**config.mk**
```make
export PLATFORM = sky130hd
export DESIGN_NAME = ttrx_receive
export DESIGN_NICKNAME = d
export VERILOG_FILES = /design/src/rtl/ttrx_pkg.sv /design/src/rtl/ttrx_byte_if.sv /design/src/rtl/ttrx_bit_collector.sv /design/src/rtl/ttrx_receive.sv
export SDC_FILE = /design/constraint.sdc
export NUM_CORES = 2
export LEC_CHECK = 0
export ABC_AREA = 1
export BUFFER_PORTS_ARGS = -buffer_cell sky130_fd_sc_hd__buf_2
export CAP_MARGIN = 25
export CELL_PAD_IN_SITES_DETAIL_PLACEMENT = 0
export CELL_PAD_IN_SITES_GLOBAL_PLACEMENT = 1
export CORE_MARGIN = 10
export CORE_UTILIZATION = 49
export CTS_CLUSTER_SIZE = 14
export DETAILED_ROUTE_END_ITERATION = 7
export PLACE_DENSITY = 0.84
export RECOVER_POWER = 25
export SYNTH_ARGS = -nofsm -noshare
export SYNTH_HDL_FRONTEND = slang
export SYNTH_HIERARCHICAL = 1
export SYNTH_SLANG_ARGS = --single-unit
```
**constraint.sdc**
```tcl
create_clock -name clk -period 6.06 [get_ports clk]
set_input_delay 1.818 -clock clk [delete_from_list [all_inputs] [get_ports clk]]
set_output_delay 1.818 -clock clk [all_outputs]
set_load 0.05 [all_outputs]
```
**src/rtl/ttrx_pkg.sv**
```systemverilog
// Purpose: Constants shared by the receive trace identifier block.
// Assumes: Register offsets are per-port byte addresses on a 16-bit port.
// Notes:   Field positions index the 16-bit register words.
package ttrx_pkg;
    localparam logic [7:0] OFS_CONTROL  = 8'hf0;
    localparam logic [7:0] OFS_INDEX    = 8'hf2;
    localparam logic [7:0] OFS_STATUS   = 8'hf4;
    localparam logic [7:0] OFS_LATCHED  = 8'hf6;
    localparam logic [7:0] OFS_IRQ_EN   = 8'hf8;
    localparam logic [7:0] OFS_RX_DATA  = 8'hfc;
    localparam logic [7:0] OFS_EXP_DATA = 8'hfe;
    localparam int CTL_ALIGN_DIS = 3;
    localparam int CTL_CMP_EN    = 2;
    localparam int CTL_INVERT    = 1;
    localparam int CTL_REVERSE   = 0;
    localparam int IDX_EXP_LSB   = 8;
    localparam int IDX_RX_LSB    = 0;
    localparam int ST_MISMATCH   = 2;
    localparam int ST_UNSTABLE   = 1;
    localparam int ST_IDLE       = 0;
    localparam int LT_CHANGE     = 3;
    localparam int ID_BYTES      = 16;
    localparam logic [3:0] LAST_POS       = 4'hf;
    localparam logic [3:0] UNSTABLE_COUNT = 4'h8;
    localparam logic [3:0] IDLE_COUNT     = 4'h5;
    localparam logic [15:0] RESET_WORD    = 16'h0000;
    typedef logic [ID_BYTES-1:0][7:0] ttrx_id_t;
endpackage : ttrx_pkg

```
**src/rtl/ttrx_byte_if.sv**
```systemverilog
// Purpose: Carries assembled trace bytes and bit handling controls.
// Assumes: One clock domain shared by both ends.
// Notes:   The first bit of each byte travels as the alignment bit.
`timescale 1ns/1ns
`default_nettype none
interface ttrx_byte_if;
    logic [7:0] data;
    logic       valid;
    logic       mas;
    logic       inv;
    logic       rev;
    modport collector (output data, output valid, output mas, input inv, input rev);
    modport framer    (input data, input valid, input mas, output inv, output rev);
endinterface : ttrx_byte_if
`default_nettype wire

```
**src/rtl/ttrx_bit_collector.sv**
```systemverilog
// Purpose: Turns the serial trace bit stream into bytes.
// Assumes: Bits come from logic on the same clock, so no synchroniser.
// Notes:   Inversion and bit order must not change in the middle of a byte.
`timescale 1ns/1ns
`default_nettype none
module ttrx_bit_collector (
    input  wire logic          clk,
    input  wire logic          rst_n,
    input  wire logic          trace_bit,
    input  wire logic          trace_bit_valid,
    input  wire logic          trace_byte_start,
    ttrx_byte_if.collector     bif
);
    typedef struct packed {
        logic [7:0] sh;
        logic [2:0] cnt;
        logic       first;
        logic       raw;
        logic       raw_out;
        logic [7:0] data;
        logic       valid;
        logic       mas;
    } ttrx_col_t;

    ttrx_col_t s_reg;
    ttrx_col_t s_next;

    always_comb begin
        logic       b;
        logic [2:0] c;
        logic [7:0] sh;
        b = trace_bit ^ bif.inv;
        c = trace_byte_start ? 3'h0 : s_reg.cnt;
        sh = bif.rev ? {b, s_reg.sh[7:1]} : {s_reg.sh[6:0], b};
        s_next = s_reg;
        s_next.valid = 1'b0;
        if (trace_bit_valid) begin
            s_next.sh = sh;
            s_next.cnt = c + 3'h1;
            if (c == 3'h0) begin
                s_next.first = b;
                s_next.raw = trace_bit;
            end
            if (c == 3'h7) begin
                s_next.valid = 1'b1;
                s_next.data = sh;
                s_next.mas = s_reg.first;
                s_next.raw_out = s_reg.raw;
            end
        end
    end

    always_ff @(posedge clk) begin
        if (!rst_n) begin
            s_reg <= '0;
        end else begin
            s_reg <= s_next;
        end
    end

    assign bif.data = s_reg.data;
    assign bif.valid = s_reg.valid;
    assign bif.mas = s_reg.mas;
endmodule : ttrx_bit_collector
`default_nettype wire

```
**src/rtl/ttrx_receive.sv**
```systemverilog
// Purpose: Receive trace identifier storage, comparison and status.
// Assumes: Register strobes are one-cycle pulses, never read and write at once.
// Notes:   Read data appears on reg_rdata one clock after reg_rd.
`timescale 1ns/1ns
`default_nettype none
module ttrx_receive (
    input  wire logic        clk,
    input  wire logic        rst_n,
    input  wire logic [7:0]  reg_addr,
    input  wire logic        reg_wr,
    input  wire logic        reg_rd,
    input  wire logic [15:0] reg_wdata,
    output logic      [15:0] reg_rdata,
    input  wire logic        port_status_irq_en,
    input  wire logic        trace_bit,
    input  wire logic        trace_bit_valid,
    input  wire logic        trace_byte_start,
    output logic             irq
);
    typedef struct packed {
        logic [3:0]       ctl;
        logic [3:0]       eidx;
        logic [3:0]       ridx;
        logic [3:0]       ien;
        logic [3:0]       latched;
        logic [2:0]       live;
        ttrx_pkg::ttrx_id_t exp;
        ttrx_pkg::ttrx_id_t rx;
        ttrx_pkg::ttrx_id_t cap;
        ttrx_pkg::ttrx_id_t prev;
        logic [3:0]       pos;
        logic             aligned;
        logic             have_prev;
        logic [3:0]       ucnt;
        logic [3:0]       icnt;
        logic [15:0]      rdata;
        logic             irq;
    } ttrx_state_t;

    ttrx_state_t s_reg;
    ttrx_state_t s_next;
    logic [3:0]  set_ev;
    logic [3:0]  clr_ev;

    ttrx_byte_if bif ();

    ttrx_bit_collector u_col (
        .clk              (clk),
        .rst_n            (rst_n),
        .trace_bit        (trace_bit),
        .trace_bit_valid  (trace_bit_valid),
        .trace_byte_start (trace_byte_start),
        .bif              (bif.collector)
    );

    assign bif.inv = s_reg.ctl[ttrx_pkg::CTL_INVERT];
    assign bif.rev = s_reg.ctl[ttrx_pkg::CTL_REVERSE];

    always_comb begin
        logic               ad;
        logic [3:0]         wp;
        logic               take;
        logic               same_rx;
        logic               same_prev;
        ttrx_pkg::ttrx_id_t f;
        ad = s_reg.ctl[ttrx_pkg::CTL_ALIGN_DIS];
        wp = (bif.mas && !ad) ? 4'h0 : s_reg.pos;
        take = ad || bif.mas || s_reg.aligned;
        same_rx = 1'b0;
        same_prev = 1'b0;
        f = s_reg.cap;
        set_ev = 4'h0;
        clr_ev = 4'h0;
        s_next = s_reg;
        if (reg_rd) begin
            case (reg_addr)
                ttrx_pkg::OFS_CONTROL: begin
                    s_next.rdata = {12'h000, s_reg.ctl};
                end
                ttrx_pkg::OFS_INDEX: begin
                    s_next.rdata = {4'h0, s_reg.eidx, 4'h0, s_reg.ridx};
                end
                ttrx_pkg::OFS_STATUS: begin
                    s_next.rdata = {13'h0000, s_reg.live};
                end
                ttrx_pkg::OFS_LATCHED: begin
                    s_next.rdata = {12'h000, s_reg.latched};
                end
                ttrx_pkg::OFS_IRQ_EN: begin
                    s_next.rdata = {12'h000, s_reg.ien};
                end
                ttrx_pkg::OFS_RX_DATA: begin
                    s_next.rdata = {8'h00, s_reg.rx[s_reg.ridx]};
                    s_next.ridx = s_reg.ridx + 4'h1;
                end
                ttrx_pkg::OFS_EXP_DATA: begin
                    s_next.rdata = {8'h00, s_reg.exp[s_reg.eidx]};
                    s_next.eidx = s_reg.eidx + 4'h1;
                end
                default: begin
                    s_next.rdata = ttrx_pkg::RESET_WORD;
                end
            endcase
        end
        if (reg_wr) begin
            case (reg_addr)
                ttrx_pkg::OFS_CONTROL: begin
                    s_next.ctl = reg_wdata[3:0];
                end
                ttrx_pkg::OFS_INDEX: begin
                    s_next.eidx = reg_wdata[ttrx_pkg::IDX_EXP_LSB +: 4];
                    s_next.ridx = reg_wdata[ttrx_pkg::IDX_RX_LSB +: 4];
                end
                ttrx_pkg::OFS_LATCHED: begin
                    clr_ev = reg_wdata[3:0];
                end
                ttrx_pkg::OFS_IRQ_EN: begin
                    s_next.ien = reg_wdata[3:0];
                end
                ttrx_pkg::OFS_EXP_DATA: begin
                    s_next.exp[s_reg.eidx] = reg_wdata[7:0];
                    s_next.eidx = s_reg.eidx + 4'h1;
                end
                default: begin
                    clr_ev = 4'h0;
                end
            endcase
        end
        if (bif.valid && take) begin
            s_next.cap[wp] = bif.data;
            s_next.pos = wp + 4'h1;
            s_next.aligned = (wp != ttrx_pkg::LAST_POS);
            if (wp == ttrx_pkg::LAST_POS) begin
                f = s_next.cap;
                same_rx = (f == s_reg.rx);
                same_prev = s_reg.have_prev && (f == s_reg.prev);
                s_next.prev = f;
                s_next.have_prev = 1'b1;
                if (same_prev && !same_rx) begin
                    s_next.rx = f;
                    set_ev[ttrx_pkg::LT_CHANGE] = 1'b1;
                end
                if (same_rx || same_prev) begin
                    s_next.ucnt = 4'h0;
                end else if (s_reg.ucnt != ttrx_pkg::UNSTABLE_COUNT) begin
                    s_next.ucnt = s_reg.ucnt + 4'h1;
                end
                if (f != '0) begin
                    s_next.icnt = 4'h0;
                end else if (s_reg.icnt != ttrx_pkg::IDLE_COUNT) begin
                    s_next.icnt = s_reg.icnt + 4'h1;
                end
            end
        end
        s_next.live[ttrx_pkg::ST_UNSTABLE] = (s_next.ucnt == ttrx_pkg::UNSTABLE_COUNT);
        s_next.live[ttrx_pkg::ST_IDLE] = (s_next.icnt == ttrx_pkg::IDLE_COUNT);
        s_next.live[ttrx_pkg::ST_MISMATCH] = s_next.ctl[ttrx_pkg::CTL_CMP_EN]
            && !s_next.ctl[ttrx_pkg::CTL_ALIGN_DIS] && (s_next.rx != s_next.exp);
        set_ev[2:0] = s_next.live & ~s_reg.live;
        // A hardware event in the clearing cycle wins so that it is never lost.
        s_next.latched = (s_reg.latched & ~clr_ev) | set_ev;
        s_next.irq = port_status_irq_en && |(s_next.latched & s_next.ien);
    end

    always_ff @(posedge clk) begin
        if (!rst_n) begin
            s_reg <= '0;
        end else begin
            s_reg <= s_next;
        end
    end

    assign reg_rdata = s_reg.rdata;
    assign irq = s_reg.irq;
endmodule : ttrx_receive
`default_nettype wire

```
==> results.sh <==
export IMPL_die_x_um=285
export IMPL_drive_gt1_frac=0.138
export IMPL_power_density_mw_per_mm2=205
export IMPL_dr_wl_met3_mm=22.1
export IMPL_clk_insertion_delay_late_ns=0.63
export IMPL_yosysSeqAreaShare=0.341
export IMPL_syn_area_per_cell_um2=6.06
export IMPL_row_count=96
export IMPL_place_inst=6991
export IMPL_place_gp_congestion=1.12
export IMPL_required_ns=6.63
export IMPL_initial_utilization=0.497
export IMPL_synth_top_flop_cell="dfxtp_1"
export IMPL_antenna_found_initial=7
export IMPL_grt_pass1_wl_mm=246
export IMPL_crit_top_cell="buf_6"
export IMPL_cp_start_kind="input port"
export IMPL_grt_max_degree=196
export IMPL_cts_buffers=70
export IMPL_hold_class="flip-flop to flip-flop"
export IMPL_violations="max-capacitance violations, max-slew violations"
export IMPL_synthCells=5668
export IMPL_fin_crit_ns=5.95
export IMPL_die_area_mm2=0.0810
export IMPL_vias=40366
export IMPL_wl_met2_mm=69.6
export IMPL_syn_to_final_growth_pct=22.5
export IMPL_cp_buffers_inverters=3
export IMPL_cts_sinks=584
export IMPL_instances_no_fill=7117
export IMPL_drt_wirelength_per_cell_um=24.6
export IMPL_max_slew_margin=-2.09
export IMPL_post_cts_buffers=0
export IMPL_synth_area_top_cells="dfxtp_1 (34%), nand2_1 (20%), inv_1 (7.6%)"
export IMPL_largest_reg_flops=547
export IMPL_synth_edf_count=0
export IMPL_worstMarginPinSlew_ns=4.63
export IMPL_clock_path_buffers=3
export IMPL_io_buffer_count=40
export IMPL_cts_tree="built"
export IMPL_worstPathCellList="buf_6, clkinvlp_2, buf_6, nor2_1, and3_1"
export IMPL_path_clk_slew_ns=0.06
export IMPL_die_y_um=285
export IMPL_cts_root_buffer="clkbuf_16"
export IMPL_post_route_period_util=0.982
export IMPL_setup_violations=0
export IMPL_dp_final_hpwl_mm=132
export IMPL_fill_cells=6901
export IMPL_endpoint_kind="flip-flop"
export IMPL_wl_met1_mm=65.9
export IMPL_routed_wl_mm=175
export IMPL_crit_family="buffers and inverters"
export IMPL_ys_ff_latch=584
export IMPL_highest_layer="met5"
export IMPL_synth_area_mm2=0.0343
export IMPL_report_final_slew_viol_count=297
export IMPL_ant_nets=0
export IMPL_yosys_warnings=6
export IMPL_first_pass_iters=7
export IMPL_ys_async_sr_fraction=0
export IMPL_nets=6184
export IMPL_tns_ns=0
export IMPL_criticalPathCategory="input port to flip-flop"
export IMPL_drc_errors=0
export IMPL_synth_top_area_frac=0.341
export IMPL_finalHoldViolations=0
export IMPL_fmax_mhz=168
export IMPL_globalRouteTotalUtil=0.415
export IMPL_yosysMostFrequentCell="nand2_1"
export IMPL_crit_arrival_ns=6.53
export IMPL_grt_pass1_vias=35804
export IMPL_finClkSkew_ns=0.0220
export IMPL_viasPerCell=5.67
export IMPL_crit_fanout=76
export IMPL_grt_ovfl_total=0
export IMPL_ys_types=53
export IMPL_drtIter0Drc=5754
export IMPL_synth_largest_area_cell="dfxtp_1"
export IMPL_cpMaxStageDelayCell="clkinvlp_2"
export IMPL_max_stage_delay_ns=2.75
export IMPL_ios=49
export IMPL_p_leak_nw=21.6
export IMPL_drv_cap=3
export IMPL_status="finished, violations left"
export IMPL_ys_top_cells_by_count="nand2_1 (1,817), inv_1 (691), dfxtp_1 (584)"
export IMPL_htreeDepth=3
export IMPL_coreArea_mm2=0.0691
export IMPL_rsz0062_at_grt="false"
export IMPL_vdd_ir_drop_max_uv=245
[layer usage]
layer / vias to the layer above / track usage
li1: 18966 / -
met1: 18427 / 0.510
met2: 2388 / 0.587
met3: 573 / 0.124
met4: 12 / 0.347
met5: - / 0
[where the power goes]
part           switching (W)  total (W)  internal (W)
Sequential        0.00000681    0.00385       0.00385
Clock                0.00184    0.00445       0.00261
Combinational       0.000233   0.000306     0.0000730
Total                0.00208    0.00861       0.00653
[metrics by stage]
step | cell area, µm² | hold slack [ns] | utilization | power (W) | setup WS, ns
after floorplan | 34300 | 0.430 | - | 0.00410 | 1.95
after global placement | 39700 | 0.440 | 0.575 | 0.00423 | 0.362
after detailed placement | 39700 | 0.447 | 0.575 | 0.00423 | 0.277
after CTS | 42100 | 0.456 | 0.609 | 0.00860 | 0.247
after global routing | 42000 | 0.462 | 0.609 | 0.00876 | 0.00804
final | 42000 | 0.457 | 0.609 | 0.00861 | 0.108
[final cells by class]
type | instances | area [µm²] | area share
Clock inverter | 14 | 234 | 0.00556
Antenna cell | 1 | 2.50 | 0.0000595
Tap cell | 931 | 1160 | 0.0277
Multi-Input combinational cell | 4059 | 18600 | 0.443
Timing Repair Buffer | 696 | 5460 | 0.130
Sequential cell | 584 | 11700 | 0.278
Clock buffer | 108 | 2140 | 0.0508
Inverter | 724 | 2730 | 0.0648
[worst min-delay path, delay by kind of cell (launching register included)]
family	cells	cell delay, ns
buffers and inverters	1	0.06
AOI/OAI and AO/OA	1	0.05
DFF	1	0.30
[layout by cell type, fill, tap and decap left out, drive strengths merged, types with 3 or more instances in the layout]
cell    netlist  layout
clkinv       12      19
clkbuf      204     114
a21oi       360     360
dfxtp       584     584
o221ai        5       5
nand4        23      23
nor4         34      34
xnor2        25      25
nand3       428     428
a22o          8       8
nor2        551     551
o21ai       499     499
a211oi       10      10
conb          1       4
o31ai         5       5
xor2         21      21
buf         100     690
o211ai       70      70
a32o          3       3
mux2i        36      36
bufinv        0       4
or2           6       6
nand3b       97      97
o41ai         3       3
nand2      1820    1820
ha           17      17
nor3         11      11
inv         712     713
o22ai        13      13
[what timing repair did]
item                       4_1_cts  5_1_grt
gates resized for setup          0        7
hold buffers                     0        0
setup endpoints to repair        0        3
[kinds of logic after synthesis]
kind of cell / count (synthesis) / synth area share
muxes: 36 / 0.0105
xor gates and xnor gates: 46 / 0.0117
other: 1 / 0.000109
buffers and inverters: 1028 / 0.119
and+or+nand+nor: 2974 / 0.359
DFF: 584 / 0.341
AOI/OAI and AO/OA: 982 / 0.153
adders and majority gates: 17 / 0.00620
[path summary, 6_finish.rpt]
check / start / end / slack, ns / cells past startpoint
max: rst_n / s_reg[543] / 0.11 / 5
min: s_reg[284] / s_reg[284] / 0.46 / 2
max reg2reg: s_reg[565] / irq / 0.21 / 38
min reg2reg: s_reg[284] / s_reg[284] / 0.46 / 2
No activity file was read; power rests on OpenSTA's default activity.
